$ cat config.mk
export PLATFORM = sky130hd
export DESIGN_NAME = io_space_wide_access_and_scratch
export DESIGN_NICKNAME = d
export VERILOG_FILES = /design/src/verilog/io_space_pkg.sv /design/src/verilog/io_space_wide_access_and_scratch.sv
export VERILOG_INCLUDE_DIRS = /design/src /design/src/verilog
export SDC_FILE = /design/constraint.sdc
export NUM_CORES = 1
export LEC_CHECK = 0
export BUFFER_PORTS_ARGS = -buffer_cell sky130_fd_sc_hd__buf_4
export CELL_PAD_IN_SITES_DETAIL_PLACEMENT = 1
export CELL_PAD_IN_SITES_GLOBAL_PLACEMENT = 2
export CORE_ASPECT_RATIO = 1.4
export CORE_UTILIZATION = 26
export CTS_BUF_LIST = sky130_fd_sc_hd__clkbuf_4
export DETAILED_ROUTE_END_ITERATION = 7
export GPL_ROUTABILITY_DRIVEN = 0
export PLACE_DENSITY = 0.69
export SLEW_MARGIN = 20
export SYNTH_ARGS = -nofsm -noshare
export SYNTH_HDL_FRONTEND = slang
export SYNTH_SLANG_ARGS = --single-unit
$ cat constraint.sdc
create_clock -name clk_sys -period 2.9 [get_ports clk_sys]
set_input_delay 0.435 -clock clk_sys [delete_from_list [all_inputs] [get_ports clk_sys]]
set_output_delay 0.435 -clock clk_sys [all_outputs]
set_load 0.01 [all_outputs]
$ cat src/verilog/io_space_map.svh
`ifndef IO_SPACE_MAP_SVH
`define IO_SPACE_MAP_SVH

// Single-cycle range and bit-addressable range
`define IO_FAST_LAST      13'h003F
`define IO_BIT_LAST       13'h001F
// Extended range, load/store only
`define IO_EXT_FIRST      13'h0040
`define IO_EXT_LAST       13'h103F
// Fast port aliases: 4-byte steps from 0x0000
`define IO_PORT_BASE      13'h0000
`define IO_PORT_STEP      13'h0004
`define IO_PORT_COUNT     6
// Scratch bank base, processor register base
`define IO_SCRATCH_BASE   13'h001C
`define IO_CPU_BASE       13'h0030
// Scratch byte offsets within the bank and reset value
`define SCRATCH_OFS_0     2'h0
`define SCRATCH_OFS_3     2'h3
`define SCRATCH_RESET     8'h00
// Example wide registers in the extended range
`define WIDE16_LOW_ADDR   13'h0040
`define WIDE16_HIGH_ADDR  13'h0041
`define WIDE24_BYTE0_ADDR 13'h0044
`define WIDE24_BYTE1_ADDR 13'h0045
`define WIDE24_BYTE2_ADDR 13'h0046
`define WIDE_RESET        8'h00

`endif

$ cat src/verilog/io_space_pkg.sv
package io_space_pkg;

    // Kind of processor access on the register bus
    typedef enum logic [2:0] {
        op_none             = 3'b000,
        op_port_read        = 3'b001,
        op_port_write       = 3'b010,
        memory_read_ops     = 3'b011,
        memory_write_ops    = 3'b100,
        bit_set_op          = 3'b101,
        bit_clear_op        = 3'b110,
        op_bit_test         = 3'b111
    } bus_op_t;

    // One processor request
    typedef struct packed {
        bus_op_t     op;
        logic [12:0] addr;
        logic [7:0]  wdata;
        logic [2:0]  bit_sel;
    } bus_req_t;

    // Answer to the processor
    typedef struct packed {
        logic [7:0] rdata;
        logic       bit_value;
        logic       accepted;
    } bus_rsp_t;

    // Address region decode
    typedef enum logic [2:0] {
        reg_none    = 3'b000,
        reg_port    = 3'b001,
        reg_scratch = 3'b010,
        reg_cpu     = 3'b011,
        reg_wide    = 3'b100
    } region_t;

endpackage : io_space_pkg

$ cat src/verilog/io_space_wide_access_and_scratch.sv
`include "io_space_map.svh"

module io_space_wide_access_and_scratch
    import io_space_pkg::*;
(
    // Clock and reset
    input  wire logic     clk_sys,
    input  wire logic     rst_b,
    // Processor request, one per cycle
    input  wire bus_req_t req,
    // Answer, same cycle as the request
    output bus_rsp_t      rsp,
    // Live values of the example wide registers
    output logic [15:0]   wide16_value,
    output logic [23:0]   wide24_value,
    // Strobes to the fast port aliases and processor registers
    output logic          port_sel,
    output logic          cpu_sel,
    // Read data from the port alias and processor register owners
    input  wire logic [7:0] port_rdata,
    input  wire logic [7:0] cpu_rdata,
    // Peripheral update of the 16-bit register; a bus write to the high byte in the same cycle wins
    input  wire logic       wide16_load,
    input  wire logic [15:0] wide16_load_value
);

    // Decode an address into its region
    function automatic region_t decode_region(input logic [12:0] a);
        if (a < `IO_SCRATCH_BASE)
            decode_region = (a < `IO_PORT_STEP * `IO_PORT_COUNT) ? reg_port : reg_none;
        else if (a <= `IO_BIT_LAST)
            decode_region = reg_scratch;
        else if (a >= `IO_CPU_BASE && a <= `IO_FAST_LAST)
            decode_region = reg_cpu;
        else if (a == `WIDE16_LOW_ADDR || a == `WIDE16_HIGH_ADDR ||
                 (a >= `WIDE24_BYTE0_ADDR && a <= `WIDE24_BYTE2_ADDR))
            decode_region = reg_wide;
        else
            decode_region = reg_none;
    endfunction : decode_region

    // Check that an operation may reach an address
    function automatic logic op_allowed(input bus_op_t o, input logic [12:0] a);
        unique case (o)
            op_none:                         op_allowed = 1'b0;
            op_port_read, op_port_write:     op_allowed = (a <= `IO_FAST_LAST);
            memory_read_ops,
            memory_write_ops:                op_allowed = (a <= `IO_EXT_LAST);
            bit_set_op, bit_clear_op,
            op_bit_test:                     op_allowed = (a <= `IO_BIT_LAST);
        endcase
    endfunction : op_allowed

    // Staging state and read path
    region_t     region;
    logic        allowed;
    logic        is_read;
    logic        is_write;
    logic        is_bit_rmw;
    logic [7:0]  scratch [4];
    logic [7:0]  next_scratch [4];
    logic [7:0]  shadow16;
    logic [7:0]  next_shadow16;
    logic [15:0] next_wide16;
    logic [7:0]  shadow24 [2];
    logic [7:0]  next_shadow24 [2];
    logic [23:0] next_wide24;
    logic [7:0]  read_byte;
    logic [7:0]  bit_mask;

    // Classify the current request
    // Refused requests select nothing and write nothing
    always_comb begin
        region     = decode_region(req.addr);
        allowed    = op_allowed(req.op, req.addr);
        is_read    = allowed && (req.op == op_port_read || req.op == memory_read_ops ||
                                 req.op == op_bit_test);
        is_write   = allowed && (req.op == op_port_write || req.op == memory_write_ops);
        is_bit_rmw = allowed && (req.op == bit_set_op || req.op == bit_clear_op);
        bit_mask   = 8'h01 << req.bit_sel;
        port_sel   = allowed && region == reg_port;
        cpu_sel    = allowed && region == reg_cpu;
    end

    // Scratch bank: plain storage, byte and bit access
    // Bit operations read, modify and write one byte in a single cycle
    generate
        for (genvar i = 0; i < 4; i++) begin : g_scratch
            always_comb begin
                next_scratch[i] = scratch[i];
                if (region == reg_scratch && req.addr[1:0] == 2'(i)) begin
                    if (is_write)
                        next_scratch[i] = req.wdata;
                    else if (is_bit_rmw && req.op == bit_set_op)
                        next_scratch[i] = scratch[i] | bit_mask;
                    else if (is_bit_rmw)
                        next_scratch[i] = scratch[i] & ~bit_mask;
                end
            end
            always_ff @(posedge clk_sys or negedge rst_b) begin
                if (!rst_b)
                    scratch[i] <= `SCRATCH_RESET;
                else
                    scratch[i] <= next_scratch[i];
            end
        end
    endgenerate

    // Wide register staging through the shadow bytes
    always_comb begin
        next_shadow16    = shadow16;
        next_wide16      = wide16_value;
        next_shadow24[0] = shadow24[0];
        next_shadow24[1] = shadow24[1];
        next_wide24      = wide24_value;
        // A peripheral load loses to a bus write to the high byte below
        if (wide16_load)
            next_wide16 = wide16_load_value;
        if (region == reg_wide && is_write) begin
            unique case (req.addr)
                `WIDE16_LOW_ADDR:   next_shadow16 = req.wdata;
                `WIDE16_HIGH_ADDR:  next_wide16 = {req.wdata, shadow16};
                `WIDE24_BYTE0_ADDR: next_shadow24[0] = req.wdata;
                `WIDE24_BYTE1_ADDR: next_shadow24[1] = req.wdata;
                `WIDE24_BYTE2_ADDR: next_wide24 = {req.wdata, shadow24[1], shadow24[0]};
                default: ;
            endcase
        end else if (region == reg_wide && is_read) begin
            unique case (req.addr)
                `WIDE16_LOW_ADDR:   next_shadow16 = wide16_value[15:8];
                `WIDE24_BYTE0_ADDR: begin
                    next_shadow24[0] = wide24_value[15:8];
                    next_shadow24[1] = wide24_value[23:16];
                end
                default: ;
            endcase
        end
    end

    // Register the staging state
    always_ff @(posedge clk_sys or negedge rst_b) begin
        if (!rst_b) begin
            shadow16     <= `WIDE_RESET;
            wide16_value <= {2{`WIDE_RESET}};
            shadow24[0]  <= `WIDE_RESET;
            shadow24[1]  <= `WIDE_RESET;
            wide24_value <= {3{`WIDE_RESET}};
        end else begin
            shadow16     <= next_shadow16;
            wide16_value <= next_wide16;
            shadow24[0]  <= next_shadow24[0];
            shadow24[1]  <= next_shadow24[1];
            wide24_value <= next_wide24;
        end
    end

    // Read multiplexer; unassigned or refused reads give zero
    // Wide high bytes come from the shadows, never from live values
    always_comb begin
        read_byte = 8'h00;
        if (is_read) begin
            unique case (region)
                reg_port:    read_byte = port_rdata;
                reg_cpu:     read_byte = cpu_rdata;
                reg_scratch: read_byte = scratch[req.addr[1:0]];
                reg_wide: begin
                    if (req.addr == `WIDE16_LOW_ADDR)
                        read_byte = wide16_value[7:0];
                    else if (req.addr == `WIDE16_HIGH_ADDR)
                        read_byte = shadow16;
                    else if (req.addr == `WIDE24_BYTE0_ADDR)
                        read_byte = wide24_value[7:0];
                    else if (req.addr == `WIDE24_BYTE1_ADDR)
                        read_byte = shadow24[0];
                    else
                        read_byte = shadow24[1];
                end
                default:     read_byte = 8'h00;
            endcase
        end
        rsp.rdata     = read_byte;
        rsp.bit_value = (req.op == op_bit_test) && allowed && read_byte[req.bit_sel];
        rsp.accepted  = allowed;
    end

    // Wide register staging checks; a peripheral load in the same
    // cycle may move the live value, so those cycles are skipped
    a_high_write_commit: assert property (@(posedge clk_sys) disable iff (!rst_b)
        (is_write && req.addr == `WIDE16_HIGH_ADDR && !wide16_load) |=>
        wide16_value == {$past(req.wdata), $past(shadow16)})
        else $error("high write did not commit shadow");
    a_low_write_holds: assert property (@(posedge clk_sys) disable iff (!rst_b)
        (is_write && req.addr == `WIDE16_LOW_ADDR && !wide16_load) |=>
        $stable(wide16_value) && shadow16 == $past(req.wdata))
        else $error("low write changed live register");
    a_low_read_capture: assert property (@(posedge clk_sys) disable iff (!rst_b)
        (is_read && req.addr == `WIDE16_LOW_ADDR) |=>
        shadow16 == $past(wide16_value[15:8]))
        else $error("low read did not capture high byte");
    a_high_read_shadow: assert property (@(posedge clk_sys) disable iff (!rst_b)
        (is_read && req.addr == `WIDE16_HIGH_ADDR) |->
        rsp.rdata == shadow16)
        else $error("high read not from shadow");
    a_wide24_commit: assert property (@(posedge clk_sys) disable iff (!rst_b)
        (is_write && req.addr == `WIDE24_BYTE2_ADDR) |=>
        wide24_value == {$past(req.wdata), $past(shadow24[1]), $past(shadow24[0])})
        else $error("24-bit commit wrong");
    a_wide24_capture: assert property (@(posedge clk_sys) disable iff (!rst_b)
        (is_read && req.addr == `WIDE24_BYTE0_ADDR) |=>
        shadow24[0] == $past(wide24_value[15:8]) && shadow24[1] == $past(wide24_value[23:16]))
        else $error("24-bit low read did not capture");
    a_unmapped_write: assert property (@(posedge clk_sys) disable iff (!rst_b)
        (is_write && region == reg_none) |=>
        $stable(shadow16) && $stable(shadow24[0]) &&
        $stable(shadow24[1]) && $stable(wide24_value))
        else $error("unmapped write changed state");

    // Scratch bank and bit test checks
    a_scratch_bit_set: assert property (@(posedge clk_sys) disable iff (!rst_b)
        (is_bit_rmw && req.op == bit_set_op && region == reg_scratch) |=>
        scratch[$past(req.addr[1:0])][$past(req.bit_sel)])
        else $error("bit set lost");
    a_scratch_bit_clear: assert property (@(posedge clk_sys) disable iff (!rst_b)
        (is_bit_rmw && req.op == bit_clear_op && region == reg_scratch) |=>
        !scratch[$past(req.addr[1:0])][$past(req.bit_sel)])
        else $error("bit clear lost");
    a_scratch_write: assert property (@(posedge clk_sys) disable iff (!rst_b)
        (is_write && region == reg_scratch) |=>
        scratch[$past(req.addr[1:0])] == $past(req.wdata))
        else $error("scratch write lost");
    a_bit_test_value: assert property (@(posedge clk_sys) disable iff (!rst_b)
        (req.op == op_bit_test && rsp.accepted) |->
        rsp.bit_value == rsp.rdata[req.bit_sel])
        else $error("bit test gave wrong bit");

    // Decode and range checks
    a_ext_no_port_op: assert property (@(posedge clk_sys) disable iff (!rst_b)
        (req.op == op_port_write && req.addr >= `IO_EXT_FIRST) |->
        !rsp.accepted)
        else $error("port op reached extended range");
    a_unmapped_zero: assert property (@(posedge clk_sys) disable iff (!rst_b)
        (region == reg_none) |->
        rsp.rdata == 8'h00)
        else $error("unmapped read not zero");
    a_bit_op_range: assert property (@(posedge clk_sys) disable iff (!rst_b)
        (req.op inside {bit_set_op, bit_clear_op, op_bit_test} &&
         req.addr > `IO_BIT_LAST) |-> !rsp.accepted)
        else $error("bit op accepted above bit range");
    a_port_op_range: assert property (@(posedge clk_sys) disable iff (!rst_b)
        (req.op inside {op_port_read, op_port_write}) |->
        rsp.accepted == (req.addr <= `IO_FAST_LAST))
        else $error("port op range wrong");
    a_mem_beyond_space: assert property (@(posedge clk_sys) disable iff (!rst_b)
        (req.op == memory_read_ops && req.addr > `IO_EXT_LAST) |->
        !rsp.accepted && rsp.rdata == 8'h00)
        else $error("memory read beyond space accepted");
    a_port_sel_decode: assert property (@(posedge clk_sys) disable iff (!rst_b)
        port_sel |->
        req.addr < `IO_SCRATCH_BASE && req.op != op_none)
        else $error("port select outside alias range");
    a_cpu_sel_decode: assert property (@(posedge clk_sys) disable iff (!rst_b)
        cpu_sel |->
        req.addr >= `IO_CPU_BASE && req.addr <= `IO_FAST_LAST)
        else $error("processor select outside its range");

    // Main scenarios
    c_wide16_write: cover property (@(posedge clk_sys) disable iff (!rst_b)
        (is_write && req.addr == `WIDE16_LOW_ADDR) ##1
        (is_write && req.addr == `WIDE16_HIGH_ADDR));
    c_wide16_read: cover property (@(posedge clk_sys) disable iff (!rst_b)
        (is_read && req.addr == `WIDE16_LOW_ADDR) ##1
        (is_read && req.addr == `WIDE16_HIGH_ADDR));
    c_bit_test_set: cover property (@(posedge clk_sys) disable iff (!rst_b)
        rsp.bit_value);
    c_wide24_commit: cover property (@(posedge clk_sys) disable iff (!rst_b)
        is_write && req.addr == `WIDE24_BYTE2_ADDR);
    c_refused_op: cover property (@(posedge clk_sys) disable iff (!rst_b)
        req.op != op_none && !rsp.accepted);

endmodule : io_space_wide_access_and_scratch

# Word level (Yosys, flattened, before mapping)
# Index checks and enable logic that the tools add are counted.
# W data, S select, Z words.
# classes
magnitude_cmp,10
n_eq_ne,20
shifts,1
n_mux,41
n_bitwise,10
n_reduce_logical,38
# op_table
operator,n
$mux W8,25
$mux W16,6
$eq A13 B7 Y1 const B,5
$and A8 B8 Y8,4
$or A8 B8 Y8,4
$pmux W8 S4,1
$lt A13 B5 Y1 const B,2
$bmux W8 S2,1
$logic_and A1 B1 Y1,16
$eq A3 B3 Y1 const B,5
$reduce_and A2 Y1,7
$ge A13 B6 Y1 const B,1
$ge A13 B7 Y1 const B,1
$le A13 B13 Y1 const B,1
$le A13 B5 Y1 const B,1
$le A13 B6 Y1 const B,1
$le A13 B7 Y1 const B,1
$eq A3 B2 Y1 const B,4
$mux W3,4
$not A8 Y8,1
$shl A1 B3 Y8 const A,1
$eq A3 B1 Y1 const B,2
$logic_or A1 B1 Y1,6
$eq A2 B2 Y1 const B,2
other kinds (15),18
# totals
reg_bits,96
out_inout_bits,52

# Logic depth before layout (Yosys ltp)
# Gate-level depths: netlist of run 1.
# logic_depth
ltp_word,13
depth_mapped,10
mapped_depth_nobuf,7

# Least setup slack after synthesis of run 1
# OpenSTA, ideal clock, no wires.
# synth_path
path_kind,input -> output
start,input port req[23] (netlist name)
end,output port rsp[1] (netlist name)
t_arrival_ns,2.396
t_required_ns,2.465
path_slack_ns,0.069
path_stages,8
path_cell_list,buf_2 nor2_1 nand3_1 a2111o_1 or4_4 a221oi_2 a21oi_1 nand4_1
# synth_rtl
element,line,source
"start, declared",io_space_wide_access_and_scratch.sv:10,"input wire bus_req_t req,"
"end, declared",io_space_wide_access_and_scratch.sv:12,"output bus_rsp_t rsp,"

==> metrics.md, run 1 <==
| Metric | Value |
|---|---|
| Category of the critical setup timing path | in2out |
| Port-buffer cells | 113 |
| Max Clock Skew | 17.1 ps |
| Post-layout min period | 3040 ps |
| Final routed wire length divided by cell count | 21.1 um |
| Site row count | 62 |
| Worst hold path class | in2reg |
| Combinational family with the most area after synthesis | compound AO/OA/AOI/OAI gates |
| Transition time of the tightest slew-check pin | 613 ps |
| Antenna violations before repair | 1 |
| Most common cell after layout, fill and taps aside | sky130_fd_sc_hd__buf_4 |
| Pre-CTS WS | -264 ps |
| Clock transition at the register clock pins on the worst setup and hold paths after CTS | 170 ps |
| Commonest non-fill, non-tap cells in the layout | sky130_fd_sc_hd__buf_4, sky130_fd_sc_hd__a21oi_1, sky130_fd_sc_hd__dfrtp_1 |
| Clock latency reported for the late side of the worst-skew pair | 470 ps |
| Number of buffers created by CTS | 9 |
| Synthesized-area fraction occupied by adder cells | 0% |
| Largest net degree at the start of global routing | 41 |
| Number of warning messages in the yosys log | 0 |
| Synthesized net count | 633 |
| Starting Density | 26.4% |
| Cell area after technology mapping | 5410 um2 |
| Peak supply drop | 0.000176 V |
| Required time of the critical path | 2470 ps |
| Vias in the first global route | 5671 |
| Simple-gate share of the synthesized area | 16.6% |
| Number of iterations in the first detailed-routing pass | 4 |
| Number of I/O pins | 114 |
| Horiz. Die Dim | 124 um |
| Outcome | finished, violations left |
| Worst path arrival time | 2610 ps |
| Leakage power total | 3.47 nW |
| H-tree depth reported by CTS | 3 |
| Number of library cell types mapped by synthesis | 62 |
| Worst hold slack across all endpoints | 246 ps |
| Design Area, Final | 7220 um2 |
| Estimated wirelength of the detail-placed design | 16300 um |
| Number of remaining DRC errors | 0 |
| Total global routing overflow | 0 |
| Die area | 21400 um2 |
| Multiplexer fraction of the synthesized cell area | 14.4% |
| Violation count after the first detailed-route iteration | 261 |
| Synthesized-area fraction occupied by xor and xnor cells | 0% |
| F_max | 0.329 GHz |
| Slew Limit Headroom | 59.1% |
| Core Area | 20500 um2 |
| Violations in the final reports | negative setup slack |
| Number of flops mapped to enable cells by yosys | 0 |
| Y dimension of the die | 173 um |
| Area Overhead vs Synth | 33.5% |
| Detailed-route wire length | 20800 um |
| Aggregate negative setup slack | -178 ps |
| Filler Cells Inserted | 2385 |
| Clock tree from TritonCTS | built |
| Fin crit share | 105% |
| Cell Pwr Density | 353 nW/um2 |
| Peak fanout along the critical path | 4 |
| Fraction of layout cells with a size suffix above 1 | 35.4% |
| Via Count | 5219 |
| Total count of hold-check failures in the final report | 0 |
| Wire length of the first global-routing pass | 32200 um |
| Maximum buffer depth of the clock tree | 2 |
| Primary FF master, synth | sky130_fd_sc_hd__dfrtp_1 |
| Slew Limit Fails | 0 |
| Cell count after synthesis | 571 |
| Yosys reg bits | 96 |
| Post-layout worst setup margin | -142 ps |
| Setup repair after global routing missed its margin | yes |
| Area post-placement | 6960 um2 |
| Final setup fails | 2 |
| Antenna viol nets, final | 0 |
| Net total in the final layout | 789 |
| Compound-cell area share of the yosys netlist | 20.8% |
| Sinks on Clock Net | 96 |
| Share of synthesized area occupied by flip-flops and latches | 44.4% |
| Max_cap viols | 0 |
| Tot GR Track Use | 20.2% |
| Kind of launch point of the worst setup path | input port |
| Vias per cell | 5.28 |
| Ys async rst share | 100% |
| Overall Power | 0.00255 W |
| Endpoint kind of the worst setup timing path | output port |
| Root Buffer Master | sky130_fd_sc_hd__clkbuf_4 |
| Mean post-synth cell area | 9.47 um2 |
[per-layer routing]
metal / part of all wire (%) / track usage [%] / vias to the layer above
met2: 52 / 34.8 / 127
met3: 3.7 / 2.67 / 40
met4: 3.6 / 8.63 / 0
li1: - / - / 2425
met1: 40 / 24.8 / 2627
met5: 0 / 0 / -
[metrics by stage]
step | utilization, % | instances
2_1_floorplan | - | 571
3_3_place_gp | 34.0 | 969
3_5_place_dp | 34.0 | 969
4_1_cts | 35.0 | 987
5_1_grt | 35.3 | 989
6_report | 35.3 | 989
[where the power goes]
group / leakage [nW] / internal (W) / total (W) / switching (W)
logic: 2.09 / 0.000176 / 0.000374 / 0.000198
clock network: 0.0808 / 0.000282 / 0.000791 / 0.000509
registers: 1.29 / 0.00136 / 0.00139 / 0.0000231
[synthesized netlist by cell type (4+ instances only)]
library cell	n	area [um2]
sky130_fd_sc_hd__nand2_1	51	191
sky130_fd_sc_hd__nor2b_1	7	43.8
sky130_fd_sc_hd__a211oi_1	5	37.5
sky130_fd_sc_hd__nor2_1	37	139
sky130_fd_sc_hd__mux2_2	30	338
sky130_fd_sc_hd__and2_1	8	50.1
sky130_fd_sc_hd__nor3_1	5	25.0
sky130_fd_sc_hd__inv_1	6	22.5
sky130_fd_sc_hd__nand4_1	7	43.8
sky130_fd_sc_hd__mux4_2	8	180
sky130_fd_sc_hd__buf_2	6	30.0
sky130_fd_sc_hd__clkbuf_1	34	128
sky130_fd_sc_hd__dfrtp_1	96	2400
sky130_fd_sc_hd__a221o_1	4	40.0
sky130_fd_sc_hd__a21oi_1	104	521
sky130_fd_sc_hd__and3_1	13	81.3
sky130_fd_sc_hd__nand2b_1	6	37.5
sky130_fd_sc_hd__mux2i_1	26	260
sky130_fd_sc_hd__o21ai_0	41	205
sky130_fd_sc_hd__nand3_1	8	40.0
sky130_fd_sc_hd__o22ai_1	6	37.5
[worst paths after layout]
kind / from / endpoint / slack (ps) / cells after the start
min reg2reg: register / register / 530 / 2
max reg2reg: wide16_value[4] / wide16_value[4] / 2030 / 2
max in group asynchronous: rst_b / wide16_value[4] / 1730 / 3
max: req[19] / rsp[1] / -140 / 10
min in group asynchronous: rst_b / asynchronous set/reset pin / 450 / 2
min: req[6] / wide24_value[19] / 250 / 2
[critical path: stages]
cell and delay, ps:
sky130_fd_sc_hd__buf_6 100, sky130_fd_sc_hd__nor4_4 240, sky130_fd_sc_hd__buf_4 180, sky130_fd_sc_hd__o311ai_4 100
sky130_fd_sc_hd__a2111o_1 400, sky130_fd_sc_hd__or4_4 540, sky130_fd_sc_hd__a221oi_2 270, sky130_fd_sc_hd__a21oi_1 80
sky130_fd_sc_hd__nand4_1 120, sky130_fd_sc_hd__buf_4 140
[repair_timing]
action | in CTS | in global routing
hold endpoints to repair | 33 | 0
gates cloned | 0 | 0
endpoints found under the setup margin | 6 | 7
hold buffers | 1 | 0
pin swaps | 5 | 6
setup buffers | 1 | 1
gates resized for setup | 11 | 10
[cell type report]
cell class | count | area [um2] | area share, %
diodes | 1 | 2.50 | 0.0347
clock buffers | 9 | 67.6 | 0.936
clock inverters | 7 | 88.8 | 1.23
inverters | 6 | 22.5 | 0.312
multi-input cells | 426 | 2870 | 39.7
flip-flops and latches | 96 | 2400 | 33.3
well taps | 256 | 320 | 4.44
repair buffers | 188 | 1450 | 20.1
[kinds of logic (layout without fill, tap and decap cells)]
logic type | Yosys count | after routing
AO/OA/AOI/OAI | 193 | 193
AND/OR/NAND/NOR | 169 | 169
flip-flops | 96 | 96
multiplexers | 64 | 64
buffers and inverters | 49 | 210
other | 0 | 1
No activity file was read; power rests on OpenSTA's default activity.
==> run 2, diff against run 1 <==
Settings changed: ABC_AREA set to 1, PLACE_DENSITY 0.69 to 0.73.
==> run 2 against run 1 <==
Net effect:
- the run now ends clean
- first-iteration DRC count shrank 3.1%
- count of clock-buffer cells in the layout rose by 2
- via count increased by 11%
- total power decreased by 0.26%
- global-route usage increased by 0.23 points
- fmax up 10%
- sequential share of layout area is 1.7 points lower
- sequential power about the same
- largest power group unchanged
==> metrics.md, run 2 <==
| Metric | Value |
|---|---|
| Mean post-synth cell area | 7.36 um2 |
| Cell repeated most along the worst path | sky130_fd_sc_hd__nand2_1 |
| Number of remaining DRC errors | 0 |
| Horiz. Die Dim | 128 um |
| Total count of hold-check failures in the final report | 0 |
| Number of buffers created by CTS | 9 |
| Clock latency reported for the late side of the worst-skew pair | 480 ps |
| Critical Path, Cell by Cell | buf_4 -> inv_1 -> nor2_2 -> nand3_1 -> nor2_2 -> nand2_4 -> or2_2 -> nand3_1 -> nand2_1 -> nand2_1 -> nand2_1 -> nand2_1 -> nand2_1 -> nand2_1 -> nor2_1 -> nor2_1 -> nor2_2 -> buf_4 |
| Clock tree from TritonCTS | built |
| Die area | 22700 um2 |
| Starting Density | 26.4% |
| Worst hold stages | 3 |
| Setup repair after global routing missed its margin | yes |
| Worst path arrival time | 2330 ps |
| Estimated wirelength of the detail-placed design | 18000 um |
| Clock transition at the register clock pins on the worst setup and hold paths after CTS | 160 ps |
| Slew Limit Fails | 0 |
| Setup slack of the worst register-to-register path | 1760 ps |
| Most common cell after layout, fill and taps aside | sky130_fd_sc_hd__nand2_1 |
| Cell area after technology mapping | 5760 um2 |
| Leading cell types by total area after synthesis | sky130_fd_sc_hd__dfrtp_1, sky130_fd_sc_hd__nand2_1, sky130_fd_sc_hd__nor2_1 |
| Vias per cell | 4.67 |
| Final core utilization | 35.0% |
| Peak supply drop | 0.000189 V |
| Required time of the critical path | 2470 ps |
| Area Overhead vs Synth | 32.4% |
| Number of flops mapped to enable cells by yosys | 0 |
| Share of the synthesized area in the top cell type | 41.7% |
| Share of synthesized area occupied by flip-flops and latches | 41.7% |
| Peak fanout along the critical path | 10 |
| Transition time of the tightest slew-check pin | 703 ps |
| Number of I/O pins | 114 |
| Number of library cell types mapped by synthesis | 42 |
| Ys async rst share | 100% |
| Endpoint kind of the worst setup timing path | output port |
| Hold path startpoint | req[5] |
| Aggregate negative setup slack | 0 ps |
| Cell Pwr Density | 334 nW/um2 |
| Total global routing overflow | 0 |
| Critical R2R Capture | shadow16[5] |
| Wire length of the first global-routing pass | 34500 um |
| Synthesized net count | 844 |
| Overall Power | 0.00254 W |
| Core Area | 21800 um2 |
| Site row count | 64 |
| Outcome | finished, final reports clean |
| Worst hold path class | in2reg |
| Largest net degree at the start of global routing | 51 |
| Kind of launch point of the worst setup path | input port |
| Via Count | 5814 |
| Sinks on Clock Net | 96 |
| Vias in the first global route | 5998 |
| Top post-synthesis cells by count | sky130_fd_sc_hd__nand2_1, sky130_fd_sc_hd__nor2_1, sky130_fd_sc_hd__dfrtp_1 |
| Leakage power total | 3.98 nW |
| Cells on worst reg2reg path | 3 |
| Fin crit share | 95.3% |
| Worst-path cell with the longest stage delay | sky130_fd_sc_hd__or2_2 |
| Antenna viol nets, final | 0 |
| Antenna violations before repair | 1 |
| Commonest non-fill, non-tap cells in the layout | sky130_fd_sc_hd__nand2_1, sky130_fd_sc_hd__buf_4, sky130_fd_sc_hd__dfrtp_1 |
| Cell type with the highest aggregate area in the netlist | sky130_fd_sc_hd__dfrtp_1 |
| H-tree depth reported by CTS | 3 |
| Cell count after synthesis | 782 |
| Violation count after the first detailed-route iteration | 253 |
| Detailed-route wire length | 22600 um |
| Yosys reg bits | 96 |
| Number of warning messages in the yosys log | 0 |
| Slew Limit Headroom | 53.1% |
| Most repeated cell in the gate-level netlist after synthesis | sky130_fd_sc_hd__nand2_1 |
| Worst hold slack across all endpoints | 183 ps |
| Peak per-stage delay on the critical path | 290 ps |
| Cell type group with the largest total delay on the critical path | simple AND/OR/NAND/NOR gates |
| Max Clock Skew | 23.1 ps |
| Tot GR Track Use | 20.5% |
| Max_cap viols | 0 |
| Maximum buffer depth of the clock tree | 2 |
| Worst Hold End | wide16_value[10] |
| Launching point of the worst reg2reg path | wide16_value[13] |
| Y dimension of the die | 178 um |
| Port-buffer cells | 113 |
| Post-layout min period | 2760 ps |
| Number of iterations in the first detailed-routing pass | 6 |
| F_max | 0.362 GHz |
| Buffers plus inverters on the worst setup path | 3 |
| Number of standard cells in the layout, taps in and fillers out | 1244 |
| Primary FF master, synth | sky130_fd_sc_hd__dfrtp_1 |
| Root Buffer Master | sky130_fd_sc_hd__clkbuf_4 |
| Final routed wire length divided by cell count | 18.2 um |
| Category of the critical setup timing path | in2out |
| Final setup fails | 0 |
| Placed cell count | 1223 |
| Net total in the final layout | 1003 |
| Fraction of layout cells with a size suffix above 1 | 26.7% |
==> run 2: worst min-delay path: stages <==
cell	delay, ps
sky130_fd_sc_hd__buf_4	100
sky130_fd_sc_hd__nand2_1	50
sky130_fd_sc_hd__o21ai_0	60
==> run 2: area by class of cell <==
type                    count  area (um2)
diodes                      1        2.50
clock buffers              11        82.6
clock inverters             5        63.8
fillers                  2772       14200
inverters                  94         362
multi-input cells         572        3000
flip-flops and latches     96        2400
well taps                 297         372
repair buffers            168        1340
==> run 2: timing repair <==
item	in CTS	in global routing
endpoints found under the setup margin	1	3
resized for setup	4	36
pin swaps	0	10
hold buffers	1	0
buffers inserted	0	3
hold endpoints to repair	49	0
==> run 2: metal layers <==
| layer | vias up | share of wire (%) | GRT usage (%) |
|---|---|---|---|
| met2 | 104 | 54 | 38.6 |
| li1 | 2888 | - | - |
| met3 | 22 | 2.0 | 1.92 |
| met1 | 2800 | 42 | 24.0 |
| met5 | - | 0 | 0 |
| met4 | 0 | 2.3 | 6.81 |
==> run 2: logic make-up after synthesis <==
family / share of synthesized area (%)
AO/OA/AOI/OAI: 14.4
buffers and inverters: 8.09
AND/OR/NAND/NOR: 30.3
flip-flops: 41.7
multiplexers: 5.48
==> run 2: stage by stage <==
step	setup slack, ps	instance area (um2)
floorplan	340	5760
global placement	-22.4	7310
detailed placement	-7.69	7310
CTS	21.2	7480
global route	-58.5	7620
finish	138	7620
==> run 2: worst max path at each step <==
stage / startpoint / endpoint / slack (ps) / depth (start not counted)
after global placement: req[21] / rsp[1] / -20 / 17
after global routing: req[13] / rsp[1] / -60 / 18
after detailed placement: req[16] / rsp[1] / -8 / 17
after floorplan: req[16] / rsp[1] / 340 / 16
final: req[13] / rsp[1] / 140 / 18
after CTS: req[21] / rsp[1] / 20 / 19
==> run 2: power by group <==
group / total (W) / switching, W / leakage (nW) / internal, W
clock: 0.000792 / 0.000502 / 0.0781 / 0.000290
combinational: 0.000370 / 0.000225 / 2.62 / 0.000146
sequential: 0.00138 / 0.0000215 / 1.27 / 0.00136
total: 0.00254 / 0.000748 / 3.98 / 0.00180
==> run 3, diff against run 2 <==
--- a/config.mk
+++ b/config.mk
@@ -18,2 +18,3 @@
 export PLACE_DENSITY = 0.73
+export REMOVE_ABC_BUFFERS = 1
 export SLEW_MARGIN = 20
==> constraint.sdc (replaced) <==
create_clock -name clk_sys -period 2.9 [get_ports clk_sys]
set_input_delay 0.145 -clock clk_sys [delete_from_list [all_inputs] [get_ports clk_sys]]
set_output_delay 0.145 -clock clk_sys [all_outputs]
set_load 0.01 [all_outputs]
==> run 3 against run 2 <==
Net effect:
- critical path depth fell by 3
- worst hold slack got worse by 140 ps
- first-iteration DRC count rose by 26%
- sequential share of layout area rose by 0.71 points
- largest cell class unchanged
- global-route usage rose by 0.42 points
- die area did not move
- setup slack improved by 210 ps
- total power rose by 3.6%
- core utilization fell by 0.77 points
- highest routed layer unchanged
- routed wire length rose by 0.24%
- sequential power barely moved
- combinational power rose by 2%
==> metrics.md, run 3 (synthesized netlist as in run 2, its figures left out) <==
| Metric | Value |
|---|---|
| Vias per cell | 4.71 |
| Total count of hold-check failures in the final report | 0 |
| Critical Path, Cell by Cell | buf_4 -> nor2_4 -> nand2_2 -> o31ai_1 -> nand2_1 -> nand3_2 -> nand2_1 -> nor2_4 -> nand2_1 -> nand2_1 -> nand2_1 -> nor2_1 -> nor2_1 -> nor2_1 -> buf_4 |
| Number of standard cells in the layout, taps in and fillers out | 1232 |
| H-tree depth reported by CTS | 3 |
| Placed cell count | 1192 |
| Launching point of the worst reg2reg path | wide16_value[11] |
| Worst hold path class | in2reg |
| Violation count after the first detailed-route iteration | 319 |
| Final setup fails | 0 |
| Category of the critical setup timing path | in2out |
| Timing endpoint of the critical path | rsp[1] |
| Peak per-stage delay on the critical path | 360 ps |
| Cell Pwr Density | 354 nW/um2 |
| Net total in the final layout | 991 |
| Filler Cells Inserted | 2755 |
| Max Clock Skew | 17.5 ps |
| Outcome | finished, final reports clean |
| Antenna violations before repair | 1 |
| Clock tree from TritonCTS | built |
| Starting Density | 26.4% |
| Total global routing overflow | 0 |
| Estimated wirelength of the detail-placed design | 18000 um |
| Multi-input combinational cell area | 2900 um2 |
| Most common cell after layout, fill and taps aside | sky130_fd_sc_hd__nand2_1 |
| F_max | 0.391 GHz |
| Kind of launch point of the worst setup path | input port |
| Critical R2R Capture | wide16_value[11] |
| Peak supply drop | 0.000270 V |
| Clock transition at the register clock pins on the worst setup and hold paths after CTS | 160 ps |
| Number of iterations in the first detailed-routing pass | 4 |
| Number of buffers created by CTS | 9 |
| Endpoint kind of the worst setup timing path | output port |
| Area Overhead vs Synth | 29.5% |
| Slew Limit Headroom | 50.9% |
| Setup repair after global routing missed its margin | no |
| Maximum buffer depth of the clock tree | 2 |
| Required time of the critical path | 2760 ps |
| Transition time of the tightest slew-check pin | 737 ps |
| Root Buffer Master | sky130_fd_sc_hd__clkbuf_4 |
| Fin crit share | 88.1% |
| Cell repeated most along the worst path | sky130_fd_sc_hd__nand2_1 |
| Setup slack of the worst register-to-register path | 1470 ps |
| Final routed wire length divided by cell count | 18.4 um |
| Die area | 22700 um2 |
| Leakage power total | 3.86 nW |
| Site row count | 64 |
| Worst path arrival time | 2410 ps |
| Detailed-route wire length | 22700 um |
| Tot GR Track Use | 20.9% |
| Number of remaining DRC errors | 0 |
| Slew Limit Fails | 0 |
| Sinks on Clock Net | 96 |
| Peak fanout along the critical path | 8 |
| Cells on worst reg2reg path | 5 |
| Commonest non-fill, non-tap cells in the layout | sky130_fd_sc_hd__nand2_1, sky130_fd_sc_hd__buf_4, sky130_fd_sc_hd__nor2_1 |
| Via Count | 5803 |
| Core Area | 21800 um2 |
| Clock latency reported for the late side of the worst-skew pair | 490 ps |
| Vias in the first global route | 6145 |
| Worst-path cell with the longest stage delay | sky130_fd_sc_hd__o31ai_1 |
| Horiz. Die Dim | 128 um |
| Largest net degree at the start of global routing | 52 |
| Max_cap viols | 0 |
| Antenna viol nets, final | 0 |
| Number of I/O pins | 114 |
| Post-layout min period | 2560 ps |
| Launching instance or port of the critical path | req[18] |
| Seq. cell area | 2400 um2 |
| Aggregate negative setup slack | 0 ps |
| Port-buffer cells | 113 |
| Fraction of layout cells with a size suffix above 1 | 20.9% |
| Y dimension of the die | 178 um |
| Wire length of the first global-routing pass | 35200 um |
run 3: final cells by class:
type                    count  area share [%]
diodes                      1          0.0336
clock buffers               9           0.907
clock inverters             7            1.36
inverters                  94            4.74
multi-input cells         572            38.9
flip-flops and latches     96            32.2
well taps                 297            4.99
repair buffers            156            16.8
run 3: critical path: cells and delay by family:
family                 cells  cell delay (ps)
buffers and inverters      2              280
AO/OA/AOI/OAI              1              360
AND/OR/NAND/NOR           12             1640
run 3: through the flow:
step           power [W]  setup slack, ps  util, %  hold slack, ps  cell area (um2)
3_3_place_gp     0.00176              153     32.3             247             7040
5_1_grt          0.00276             53.7     34.2            26.9             7450
2_1_floorplan    0.00153              622        -            -151             5640
4_1_cts          0.00268              217     34.2            3.62             7440
6_report         0.00264              344     34.2            40.5             7450
3_5_place_dp     0.00176              229     32.3             252             7040
run 3: where the power goes:
part	internal, W	total, W	switching (W)
sequential	0.00136	0.00138	0.0000177
combinational	0.000155	0.000377	0.000222
clock	0.000359	0.000881	0.000522
run 3: what timing repair did:
action | in CTS | in global routing
buffers inserted | 0 | 0
hold buffers | 23 | 0
hold endpoints to repair | 74 | 0
setup endpoints to repair | 0 | 1
resized for setup | 0 | 1
run 3: metal layers:
metal | vias up | wire [um] | GRT usage, %
met5 | - | 0 | 0
met2 | 100 | 12100 | 38.6
met1 | 2805 | 9290 | 24.3
li1 | 2866 | - | -
met4 | 0 | 803 | 9.41
met3 | 32 | 470 | 1.80
run 3: how the worst min path moves through the flow:
stage	cells after the start	end	start	slack, ps
after floorplan	0	asynchronous set/reset pin	rst_b	-150
after global placement	1	wide16_value[12]	rst_b	250
after detailed placement	1	wide16_value[12]	rst_b	250
after CTS	3	wide16_value[9]	wide16_load_value[9]	4
after global routing	3	wide16_value[9]	wide16_load_value[9]	30
final	3	wide16_value[9]	wide16_load_value[9]	40
